[src/rtl/sctp_regs.svh]
/*
  register offsets, field positions, reset codes and timing figures
  of the clock trim and prescaler block; assumes a 100 MHz pclk
*/
`ifndef SCTP_REGS_SVH
`define SCTP_REGS_SVH

// byte addresses on the apb window
`define SCTP_ADDR_W 12
`define SCTP_OFS_TRIM 12'h000
`define SCTP_OFS_DIVCTL 12'h004
`define SCTP_OFS_CFG 12'h008
`define SCTP_OFS_STATUS 12'h00C

// clock_divide_control fields
`define SCTP_UNLOCK_BIT 7
`define SCTP_SEL_MSB 3
`define SCTP_UNLOCK_PATTERN 8'h80
`define SCTP_UNLOCK_CYC 3'h4
`define SCTP_SEL_DIV1 4'h0
`define SCTP_SEL_FUSE_INIT 4'h4
`define SCTP_SEL_MAX 4'h8

// config and status fields
`define SCTP_CFG_TSYNC_BIT 0
`define SCTP_ST_DONE_BIT 8
`define SCTP_ST_EXT_BIT 9

// fuse codes
`define SCTP_SRC_EXTERNAL 4'h0
`define SCTP_SUT_NONE 2'h0
`define SCTP_SUT_SHORT 2'h1
`define SCTP_SUT_LONG 2'h2

// timing
`define SCTP_WAKE_CK 3'h6
`define SCTP_SYNC_CYC 2'h2
`define SCTP_CLK_NS 10
`define SCTP_DLY_SHORT_US 4100
`define SCTP_DLY_LONG_US 65000
`define SCTP_DLY_W 23

`endif

[src/rtl/sctp_pkg.sv]
/*
  types shared by the clock trim and prescaler block;
  assumes the constants of sctp_regs.svh
*/
package sctp_pkg;

  // fuse bundle, each bit high when programmed
  typedef struct packed {
    logic [3:0] source_sel;
    logic [1:0] startup_time;
    logic clock_output;
    logic initial_divide;
  } sctp_fuse_type;

  // power-up sequence
  typedef enum logic [1:0] {
    ST_SYNC,
    ST_LOAD,
    ST_DELAY,
    ST_RUN
  } sctp_state_type;

endpackage : sctp_pkg

[src/rtl/sctp_divider.sv]
/*
  glitch-free power-of-two divider producing a one-cycle tick and a
  square wave; assumes div_sel comes from pclk logic
*/
`timescale 1ns/1ps
`include "sctp_regs.svh"

module sctp_divider #(
  parameter int CNT_W = 8
) (
  input wire logic pclk,
  input wire logic presetn,
  input wire logic [3:0] div_sel,
  output logic tick,
  output logic div_clk
);

  logic [CNT_W-1:0] cnt_ff;
  logic [CNT_W-1:0] nxt_cnt;
  logic tick_ff;
  logic nxt_tick;
  logic div_clk_ff;
  logic nxt_div_clk;

  // factor minus one; reserved codes fall back to the largest factor
  function automatic logic [CNT_W-1:0] factor_m1(input logic [3:0] sel);
    logic [3:0] s;
    s = (sel > `SCTP_SEL_MAX) ? `SCTP_SEL_MAX : sel;
    factor_m1 = CNT_W'((1 << s) - 1);
  endfunction : factor_m1

  // new factor is taken only at a period boundary, so no short pulse
  always_comb begin
    nxt_tick = (cnt_ff == '0);
    nxt_cnt = cnt_ff - CNT_W'(1);
    nxt_div_clk = div_clk_ff;
    if (cnt_ff == '0) begin
      nxt_cnt = factor_m1(div_sel);
      nxt_div_clk = ~div_clk_ff;
    end
  end

  always_ff @(posedge pclk or negedge presetn) begin
    if (!presetn) begin
      cnt_ff <= '0;
      tick_ff <= 1'b0;
      div_clk_ff <= 1'b0;
    end else begin
      cnt_ff <= nxt_cnt;
      tick_ff <= nxt_tick;
      div_clk_ff <= nxt_div_clk;
    end
  end

  assign tick = tick_ff;
  assign div_clk = div_clk_ff;

endmodule : sctp_divider

[src/rtl/sctp_top.sv]
/*
  clock trim, source selection, start-up delay, clock output and
  timed-unlock system prescaler behind an apb slave.
  assumes fuses and calibration byte are static pins from outside
  the pclk domain, and that pclk stands for the selected source.
*/
// The register addresses and register access over APB were left to the implementer.
// Behaviour
// - calibration byte loaded into trim at reset
// - trim zero slowest, 0x7F fastest
// - source fuses 0000 select external clock
// - 6 CK wake, reset delay per fuses
// - clock output fuse drives system clock out; the pin carries div_clk, a square wave at half the tick rate
// - clock output carries the divided clock
// - prescaler divides system clocks, timer if synchronous
// - unlock bit 7, zeros 6-4, select 3-0
// - unlock self-clears after four cycles or write
// - only unlock then value within four accepted
// - open unlock window blocks interrupts
// - select codes 0-8 give factors 1-256
// - initial select from initial-divide fuse
// - any select value accepted through the sequence
`timescale 1ns/1ps
`include "sctp_regs.svh"

module sctp_top #(
  parameter int DLY_SHORT_CYC = `SCTP_DLY_SHORT_US * 1000 / `SCTP_CLK_NS,
  parameter int DLY_LONG_CYC = `SCTP_DLY_LONG_US * 1000 / `SCTP_CLK_NS
) (
  input wire logic pclk,
  input wire logic presetn,
  input wire logic psel,
  input wire logic penable,
  input wire logic pwrite,
  input wire logic [`SCTP_ADDR_W-1:0] paddr,
  input wire logic [31:0] pwdata,
  input wire logic [3:0] pstrb,
  output logic [31:0] prdata,
  output logic pready,
  output logic pslverr,
  input wire sctp_pkg::sctp_fuse_type fuse_in,
  input wire logic [7:0] calibration_byte,
  input wire logic wake_request,
  output logic [7:0] trim_value,
  output logic ext_clock_select,
  output logic startup_done,
  output logic wake_ready,
  output logic sys_clock_en,
  output logic async_timer_clock_en,
  output logic irq_block,
  output logic portb0_out,
  output logic portb0_oe
);

  // pin synchronisers
  sctp_pkg::sctp_fuse_type fuse_s1_ff;
  sctp_pkg::sctp_fuse_type fuse_ff;
  logic [7:0] cal_s1_ff;
  logic [7:0] cal_ff;

  // start-up sequence
  sctp_pkg::sctp_state_type state_ff;
  sctp_pkg::sctp_state_type nxt_state;
  logic [`SCTP_DLY_W-1:0] dly_cnt_ff;
  logic [`SCTP_DLY_W-1:0] nxt_dly_cnt;

  // registers and bus
  logic [7:0] trim_ff;
  logic [7:0] nxt_trim;
  logic [3:0] sel_ff;
  logic [3:0] nxt_sel;
  logic [2:0] win_ff;
  logic [2:0] nxt_win;
  logic tsync_ff;
  logic nxt_tsync;
  logic pready_ff;
  logic nxt_pready;
  logic pslverr_ff;
  logic nxt_pslverr;
  logic [31:0] prdata_ff;
  logic [31:0] nxt_prdata;

  // outputs and wake
  logic [2:0] wake_cnt_ff;
  logic [2:0] nxt_wake_cnt;
  logic wake_ready_ff;
  logic nxt_wake_ready;
  logic sys_en_ff;
  logic timer_en_ff;
  logic clkout_ff;
  logic clkout_oe_ff;
  logic ext_sel_ff;
  logic irq_block_ff;

  logic div_tick;
  logic div_clk;
  logic wr_go;
  logic acc;
  logic [7:0] wbyte;

  // address decode used by the error path; read and write decode paddr in their own case statements
  function automatic logic addr_mapped(input logic [`SCTP_ADDR_W-1:0] a);
    addr_mapped = (a == `SCTP_OFS_TRIM) || (a == `SCTP_OFS_DIVCTL) ||
                  (a == `SCTP_OFS_CFG) || (a == `SCTP_OFS_STATUS);
  endfunction : addr_mapped

  // delay cycles chosen by the start-up fuses
  function automatic logic [`SCTP_DLY_W-1:0] reset_delay(
    input logic [1:0] startup_time_fuses);
    unique case (startup_time_fuses)
      `SCTP_SUT_NONE: reset_delay = '0;
      `SCTP_SUT_SHORT: reset_delay = `SCTP_DLY_W'(DLY_SHORT_CYC);
      `SCTP_SUT_LONG: reset_delay = `SCTP_DLY_W'(DLY_LONG_CYC);
      default: reset_delay = `SCTP_DLY_W'(DLY_LONG_CYC);
    endcase
  endfunction : reset_delay

  // fuses and calibration byte come from outside the pclk domain
  always_ff @(posedge pclk or negedge presetn) begin
    if (!presetn) begin
      fuse_s1_ff <= '0;
      fuse_ff <= '0;
      cal_s1_ff <= 8'h00;
      cal_ff <= 8'h00;
    end else begin
      fuse_s1_ff <= fuse_in;
      fuse_ff <= fuse_s1_ff;
      cal_s1_ff <= calibration_byte;
      cal_ff <= cal_s1_ff;
    end
  end

  // sync wait, one load cycle, then the fuse-selected reset delay
  always_comb begin
    nxt_state = state_ff;
    nxt_dly_cnt = dly_cnt_ff;
    unique case (state_ff)
      sctp_pkg::ST_SYNC: begin
        nxt_dly_cnt = dly_cnt_ff + `SCTP_DLY_W'(1);
        if (dly_cnt_ff[1:0] == `SCTP_SYNC_CYC - 2'h1) begin
          nxt_state = sctp_pkg::ST_LOAD;
        end
      end
      sctp_pkg::ST_LOAD: begin
        nxt_dly_cnt = reset_delay(fuse_ff.startup_time);
        nxt_state = sctp_pkg::ST_DELAY;
      end
      sctp_pkg::ST_DELAY: begin
        if (dly_cnt_ff == '0) begin
          nxt_state = sctp_pkg::ST_RUN;
        end else begin
          nxt_dly_cnt = dly_cnt_ff - `SCTP_DLY_W'(1);
        end
      end
      sctp_pkg::ST_RUN: begin
        nxt_dly_cnt = '0;
      end
    endcase
  end

  always_ff @(posedge pclk or negedge presetn) begin
    if (!presetn) begin
      state_ff <= sctp_pkg::ST_SYNC;
      dly_cnt_ff <= '0;
    end else begin
      state_ff <= nxt_state;
      dly_cnt_ff <= nxt_dly_cnt;
    end
  end

  // a write lands only at the edge that completes the access phase
  assign acc = psel && penable && !pready_ff;
  assign wr_go = psel && penable && pready_ff && pwrite && pstrb[0];
  assign wbyte = pwdata[7:0];

  // register file, unlock window and apb answer
  always_comb begin
    nxt_trim = trim_ff;
    nxt_sel = sel_ff;
    nxt_tsync = tsync_ff;
    nxt_win = (win_ff != 3'h0) ? win_ff - 3'h1 : 3'h0;
    nxt_pready = acc;
    nxt_pslverr = acc && !addr_mapped(paddr);
    nxt_prdata = 32'h0000_0000;
    if (state_ff == sctp_pkg::ST_LOAD) begin
      nxt_trim = cal_ff;
      nxt_sel = fuse_ff.initial_divide ? `SCTP_SEL_FUSE_INIT
                                       : `SCTP_SEL_DIV1;
    end else if (wr_go) begin
      unique case (paddr)
        `SCTP_OFS_TRIM: nxt_trim = wbyte;
        `SCTP_OFS_DIVCTL: begin
          if (wbyte == `SCTP_UNLOCK_PATTERN) begin
            nxt_win = `SCTP_UNLOCK_CYC;
          end else if (win_ff != 3'h0 && !wbyte[`SCTP_UNLOCK_BIT]) begin
            nxt_sel = wbyte[`SCTP_SEL_MSB:0];
            nxt_win = 3'h0;
          end else begin
            nxt_win = 3'h0;
          end
        end
        `SCTP_OFS_CFG: nxt_tsync = wbyte[`SCTP_CFG_TSYNC_BIT];
        default: ;
      endcase
    end
    if (acc && !pwrite) begin
      unique case (paddr)
        `SCTP_OFS_TRIM: nxt_prdata[7:0] = trim_ff;
        `SCTP_OFS_DIVCTL: begin
          nxt_prdata[`SCTP_UNLOCK_BIT] = (win_ff != 3'h0);
          nxt_prdata[`SCTP_SEL_MSB:0] = sel_ff;
        end
        `SCTP_OFS_CFG: nxt_prdata[`SCTP_CFG_TSYNC_BIT] = tsync_ff;
        `SCTP_OFS_STATUS: begin
          nxt_prdata[7:0] = fuse_ff;
          nxt_prdata[`SCTP_ST_DONE_BIT] = (state_ff == sctp_pkg::ST_RUN);
          nxt_prdata[`SCTP_ST_EXT_BIT] = ext_sel_ff;
        end
        default: ;
      endcase
    end
  end

  always_ff @(posedge pclk or negedge presetn) begin
    if (!presetn) begin
      trim_ff <= 8'h00;
      sel_ff <= `SCTP_SEL_DIV1;
      tsync_ff <= 1'b0;
      win_ff <= 3'h0;
      pready_ff <= 1'b0;
      pslverr_ff <= 1'b0;
      prdata_ff <= 32'h0000_0000;
    end else begin
      trim_ff <= nxt_trim;
      sel_ff <= nxt_sel;
      tsync_ff <= nxt_tsync;
      win_ff <= nxt_win;
      pready_ff <= nxt_pready;
      pslverr_ff <= nxt_pslverr;
      prdata_ff <= nxt_prdata;
    end
  end

  // divider steps factors only at period ends
  sctp_divider #(
    .CNT_W(8)
  ) u_divider (
    .pclk(pclk),
    .presetn(presetn),
    .div_sel(sel_ff),
    .tick(div_tick),
    .div_clk(div_clk)
  );

  // wake from power-down: fixed count whatever the source
  always_comb begin
    nxt_wake_cnt = wake_cnt_ff;
    nxt_wake_ready = 1'b0;
    if (wake_request && wake_cnt_ff == 3'h0) begin
      nxt_wake_cnt = `SCTP_WAKE_CK;
    end else if (wake_cnt_ff != 3'h0) begin
      nxt_wake_cnt = wake_cnt_ff - 3'h1;
      nxt_wake_ready = (wake_cnt_ff == 3'h1);
    end
  end

  always_ff @(posedge pclk or negedge presetn) begin
    if (!presetn) begin
      wake_cnt_ff <= 3'h0;
      wake_ready_ff <= 1'b0;
    end else begin
      wake_cnt_ff <= nxt_wake_cnt;
      wake_ready_ff <= nxt_wake_ready;
    end
  end

  // clock enables, clock pin and interrupt block, all registered;
  // the pin is a square wave at half the tick rate, since a flop
  // cannot reproduce pclk itself at factor one
  always_ff @(posedge pclk or negedge presetn) begin
    if (!presetn) begin
      sys_en_ff <= 1'b0;
      timer_en_ff <= 1'b0;
      clkout_ff <= 1'b0;
      clkout_oe_ff <= 1'b0;
      ext_sel_ff <= 1'b0;
      irq_block_ff <= 1'b0;
    end else begin
      sys_en_ff <= div_tick;
      timer_en_ff <= tsync_ff ? div_tick : 1'b1;
      clkout_ff <= div_clk;
      clkout_oe_ff <= fuse_ff.clock_output;
      ext_sel_ff <= (fuse_ff.source_sel == `SCTP_SRC_EXTERNAL);
      irq_block_ff <= (nxt_win != 3'h0);
    end
  end

  assign prdata = prdata_ff;
  assign pready = pready_ff;
  assign pslverr = pslverr_ff;
  assign trim_value = trim_ff;
  assign ext_clock_select = ext_sel_ff;
  assign startup_done = (state_ff == sctp_pkg::ST_RUN);
  assign wake_ready = wake_ready_ff;
  assign sys_clock_en = sys_en_ff;
  assign async_timer_clock_en = timer_en_ff;
  assign irq_block = irq_block_ff;
  assign portb0_out = clkout_ff;
  assign portb0_oe = clkout_oe_ff;

endmodule : sctp_top

[config.mk]
export PLATFORM = sky130hd
export DESIGN_NAME = sctp_top
export DESIGN_NICKNAME = d
export VERILOG_FILES = /design/src/rtl/sctp_pkg.sv /design/src/rtl/sctp_divider.sv /design/src/rtl/sctp_top.sv
export VERILOG_INCLUDE_DIRS = /design/src /design/src/rtl
export SDC_FILE = /design/constraint.sdc
export NUM_CORES = 1
export LEC_CHECK = 0
export BUFFER_PORTS_ARGS = -buffer_cell sky130_fd_sc_hd__buf_2
export CORE_MARGIN = 4
export CORE_UTILIZATION = 56
export DETAILED_ROUTE_END_ITERATION = 8
export GPL_ROUTABILITY_DRIVEN = 0
export PLACE_DENSITY = 0.81
export SYNTH_ARGS = -nofsm -noshare
export SYNTH_HDL_FRONTEND = slang
export SYNTH_HIERARCHICAL = 1
export SYNTH_SLANG_ARGS = --single-unit
[constraint.sdc]
create_clock -name pclk -period 4.22 [get_ports pclk]
set_input_delay 0.633 -clock pclk [delete_from_list [all_inputs] [get_ports pclk]]
set_output_delay 0.633 -clock pclk [all_outputs]
set_load 0.05 [all_outputs]
==> results.toml <==
[synth]
synth_area_leaders = "dfrtp_1 43%, xnor2_1 4.3%, mux2i_1 3.3%"
syn_inst = 608
yosys_register_bits = 105
ys_warn_count = 6
async_reset_ff_share_pct = 100.0
synthFlopType = "dfrtp_1"
synth_cell_types = 82
synth_most_common_cell = "dfrtp_1"
synth_edf_count = 0
yosysTopAreaCell = "dfrtp_1"
yosysSeqAreaShare_pct = 43.50
synth_top_area_share_pct = 43.50
postSynthAreaPerCell_sq_um = 9.936
synth_common_cells = "105 x dfrtp_1, 49 x nor2_1, 39 x o21ai_0"
synth.cell_area_sq_mm = 0.006041

[placed_design]
placed_cells = 779
port_buffers = 70
dp_hpwl_um = 9524

[setup_path]
arrival_ns = 3.52
critPathMaxStageDelay_ns = 0.79
cp_max_fo = 47
worstPathRequired_ns = 4.46
end_kind = "flop"
startpoint_type = "flop"
timing.critical_path.buf_inv = 1
critical_path.cell_chain = "inv_1 -> ha_2 -> xor2_1 -> ha_1 -> nand4bb_1 -> and4_1 -> o21a_1 -> o31a_1 -> xnor2_1 -> o21ai_1"
cp_slowest_cell = "ha_2"
crit_family = "adder cells"
worstSetupPathType = "reg -> reg"

[cts]
clock_sink_count = 105
clk_pin_slew_worst_paths_ns = 0.12
cts_setup_buffers = 0
cts_buffer_depth = 2
cts_hold_buf = 0
clock_latency_ns = 0.38
cts_buffers = 9
tritoncts = "built"
htree_num_levels = 3
cts_root_buf = "clkbuf_8"
post_cts_resized = 0

[route]
antenna_left = 0
drt_wl_total_um = 13270
wl_per_cell_um = 16.70
drc = 0
num_vias = 4706
vias_per_cell = 5.919
drtPass1Iterations = 5
drtIter0Drc = 382

[layout]
fillers = 849
final_cell_count_no_fill = 795
antenna_cells = 0
register_area_sq_mm = 0.002628
final_core_util_pct = 62.41
drive_gt1_share_pct = 18.21
num-nets-final = 739
multi_input_area_sq_mm = 0.003044
syn_to_final_growth_pct = 7.622

[timing]
period_needed_ns = 3.284
period_share_pct = 77.82
clock_skew_ns = 0.02004
finalMaxSlewViolations = 0
rsz0062_at_grt = "false"
final.setup.tns_ns = 0
max-slew-margin-rel_pct = 30.50
hold_viol = 0
tightestPinTransition_ns = 1.042
setup_viol = 0
max_freq_mhz = 304.5

[floorplan]
coreArea_sq_mm = 0.01042
die_y_um = 111.9
dieArea_sq_mm = 0.01251
die_x_um = 111.9
io_pins = 120
rows = 37
start_util_pct = 57.99

[global_routing]
grt_pass1_vias = 4487
antenna_found_initial = 0
gr-total-overflow = 0
grt_use_total_pct = 21.46
grt_start_max_net_pins = 87
grt_pass1_wl_um = 21940

[pwr]
p_per_area_mw_per_mm2 = 698.6
p_leak_uw = 0.002921
p_total_uw = 4542
ir_drop_uv = 310.3

[flow_run]
drv_cap = 0

[hold_path]
min_path_type = "in -> reg"

[run_status]
outcome = "complete, no violations"
==> routing by layer <==
metal	GRT usage (%)	wire length [um]
met1	28.37	5798
met2	35.29	6676
met3	4.130	615
met4	7.786	182
met5	0	0
==> path summary, 6_finish.rpt <==
check,startpoint,end,slack [ns],cells past startpoint
max,state_ff[0]$_DFFE_PN0P_,dly_cnt_ff[16]$_DFFE_PN0P_,0.94,10
min,fuse_in[0],fuse_s1_ff[0]$_DFF_PN0_,0.35,1
max reg2reg,state_ff[0]$_DFFE_PN0P_,dly_cnt_ff[16]$_DFFE_PN0P_,0.94,10
min reg2reg,fuse_s1_ff[7]$_DFF_PN0_,fuse_ff[7]$_DFF_PN0_,0.35,0
max in group asynchronous,presetn,sel_ff[0]$_DFFE_PN0P_,2.94,2
min in group asynchronous,presetn,dly_cnt_ff[11]$_DFFE_PN0P_,0.42,1
==> power by group <==
part / leakage, uW / switching (uW) / internal, uW
registers: 0.00131 / 416 / 1250
clock network: 0.000107 / 404 / 244
logic: 0.00151 / 1340 / 897
==> sequential cells by signal, summed over array words and instances, names as in the netlist, 2 cells and up <==
register          flops
fuse_ff               8
fuse_s1_ff            8
win_ff                3
sel_ff                4
state_ff              2
cal_ff                8
wake_cnt_ff           3
u_divider/cnt_ff      8
prdata               10
trim_value            8
dly_cnt_ff           23
cal_s1_ff             8
==> logic make-up (layout without fill, tap and decap cells) <==
| kind of cell | after synthesis | after routing | share of synthesized area (%) |
|---|---|---|---|
| AO/OA/AOI/OAI | 149 | 149 | 17.07 |
| XOR/XNOR | 37 | 37 | 5.365 |
| adder cells (fa/ha/maj) | 15 | 15 | 3.107 |
| buffers and inverters | 77 | 107 | 7.456 |
| flip-flops | 105 | 105 | 43.50 |
| multiplexers | 25 | 25 | 4.494 |
| other | 1 | 22 | 0.06208 |
| AND/OR/NAND/NOR | 199 | 199 | 18.95 |
==> cell type report <==
cell class	count	share of cell area, %
multi-input cells	447	46.82
inverters	17	0.9815
repair buffers	74	5.889
flip-flops and latches	105	40.42
clock inverters	7	1.366
clock buffers	9	1.905
well taps	136	2.617
==> cells in the final DEF, fill, tap and decap left out, types with 4 or more instances in the layout <==
cell type    n
inv_1       16
a22oi_1      8
o21ai_0     39
and2_1       9
buf_2       69
ha_1        14
and4b_1      5
nor2b_1      6
o21ai_1     11
a21oi_1     19
buf_4        5
o21a_1       7
a31oi_1      4
or3_1        4
conb_1      22
o31a_1       8
nand3_1      9
mux2i_1     20
a211oi_1     5
nor4_1      11
xnor2_1     30
xor2_1       7
nor3_1      19
clkbuf_8     9
nand2b_1     7
and3_1       8
dfrtp_1    105
a22o_1       5
o211ai_1     7
nand2_1     35
nor2_1      49
nor3_2       4
nor3b_1      4
==> per-stage QoR <==
step / hold WS, ns / worst slack (ns) / area (sq um)
after floorplan: 0.3312 / 1.106 / 6120
after global placement: 0.3328 / 1.045 / 6289
after detailed placement: 0.3364 / 0.9444 / 6289
after CTS: 0.3233 / 0.9293 / 6501
after global routing: 0.3035 / 0.7238 / 6501
final: 0.3463 / 0.9360 / 6501
Power figures use the tool's default switching activity.
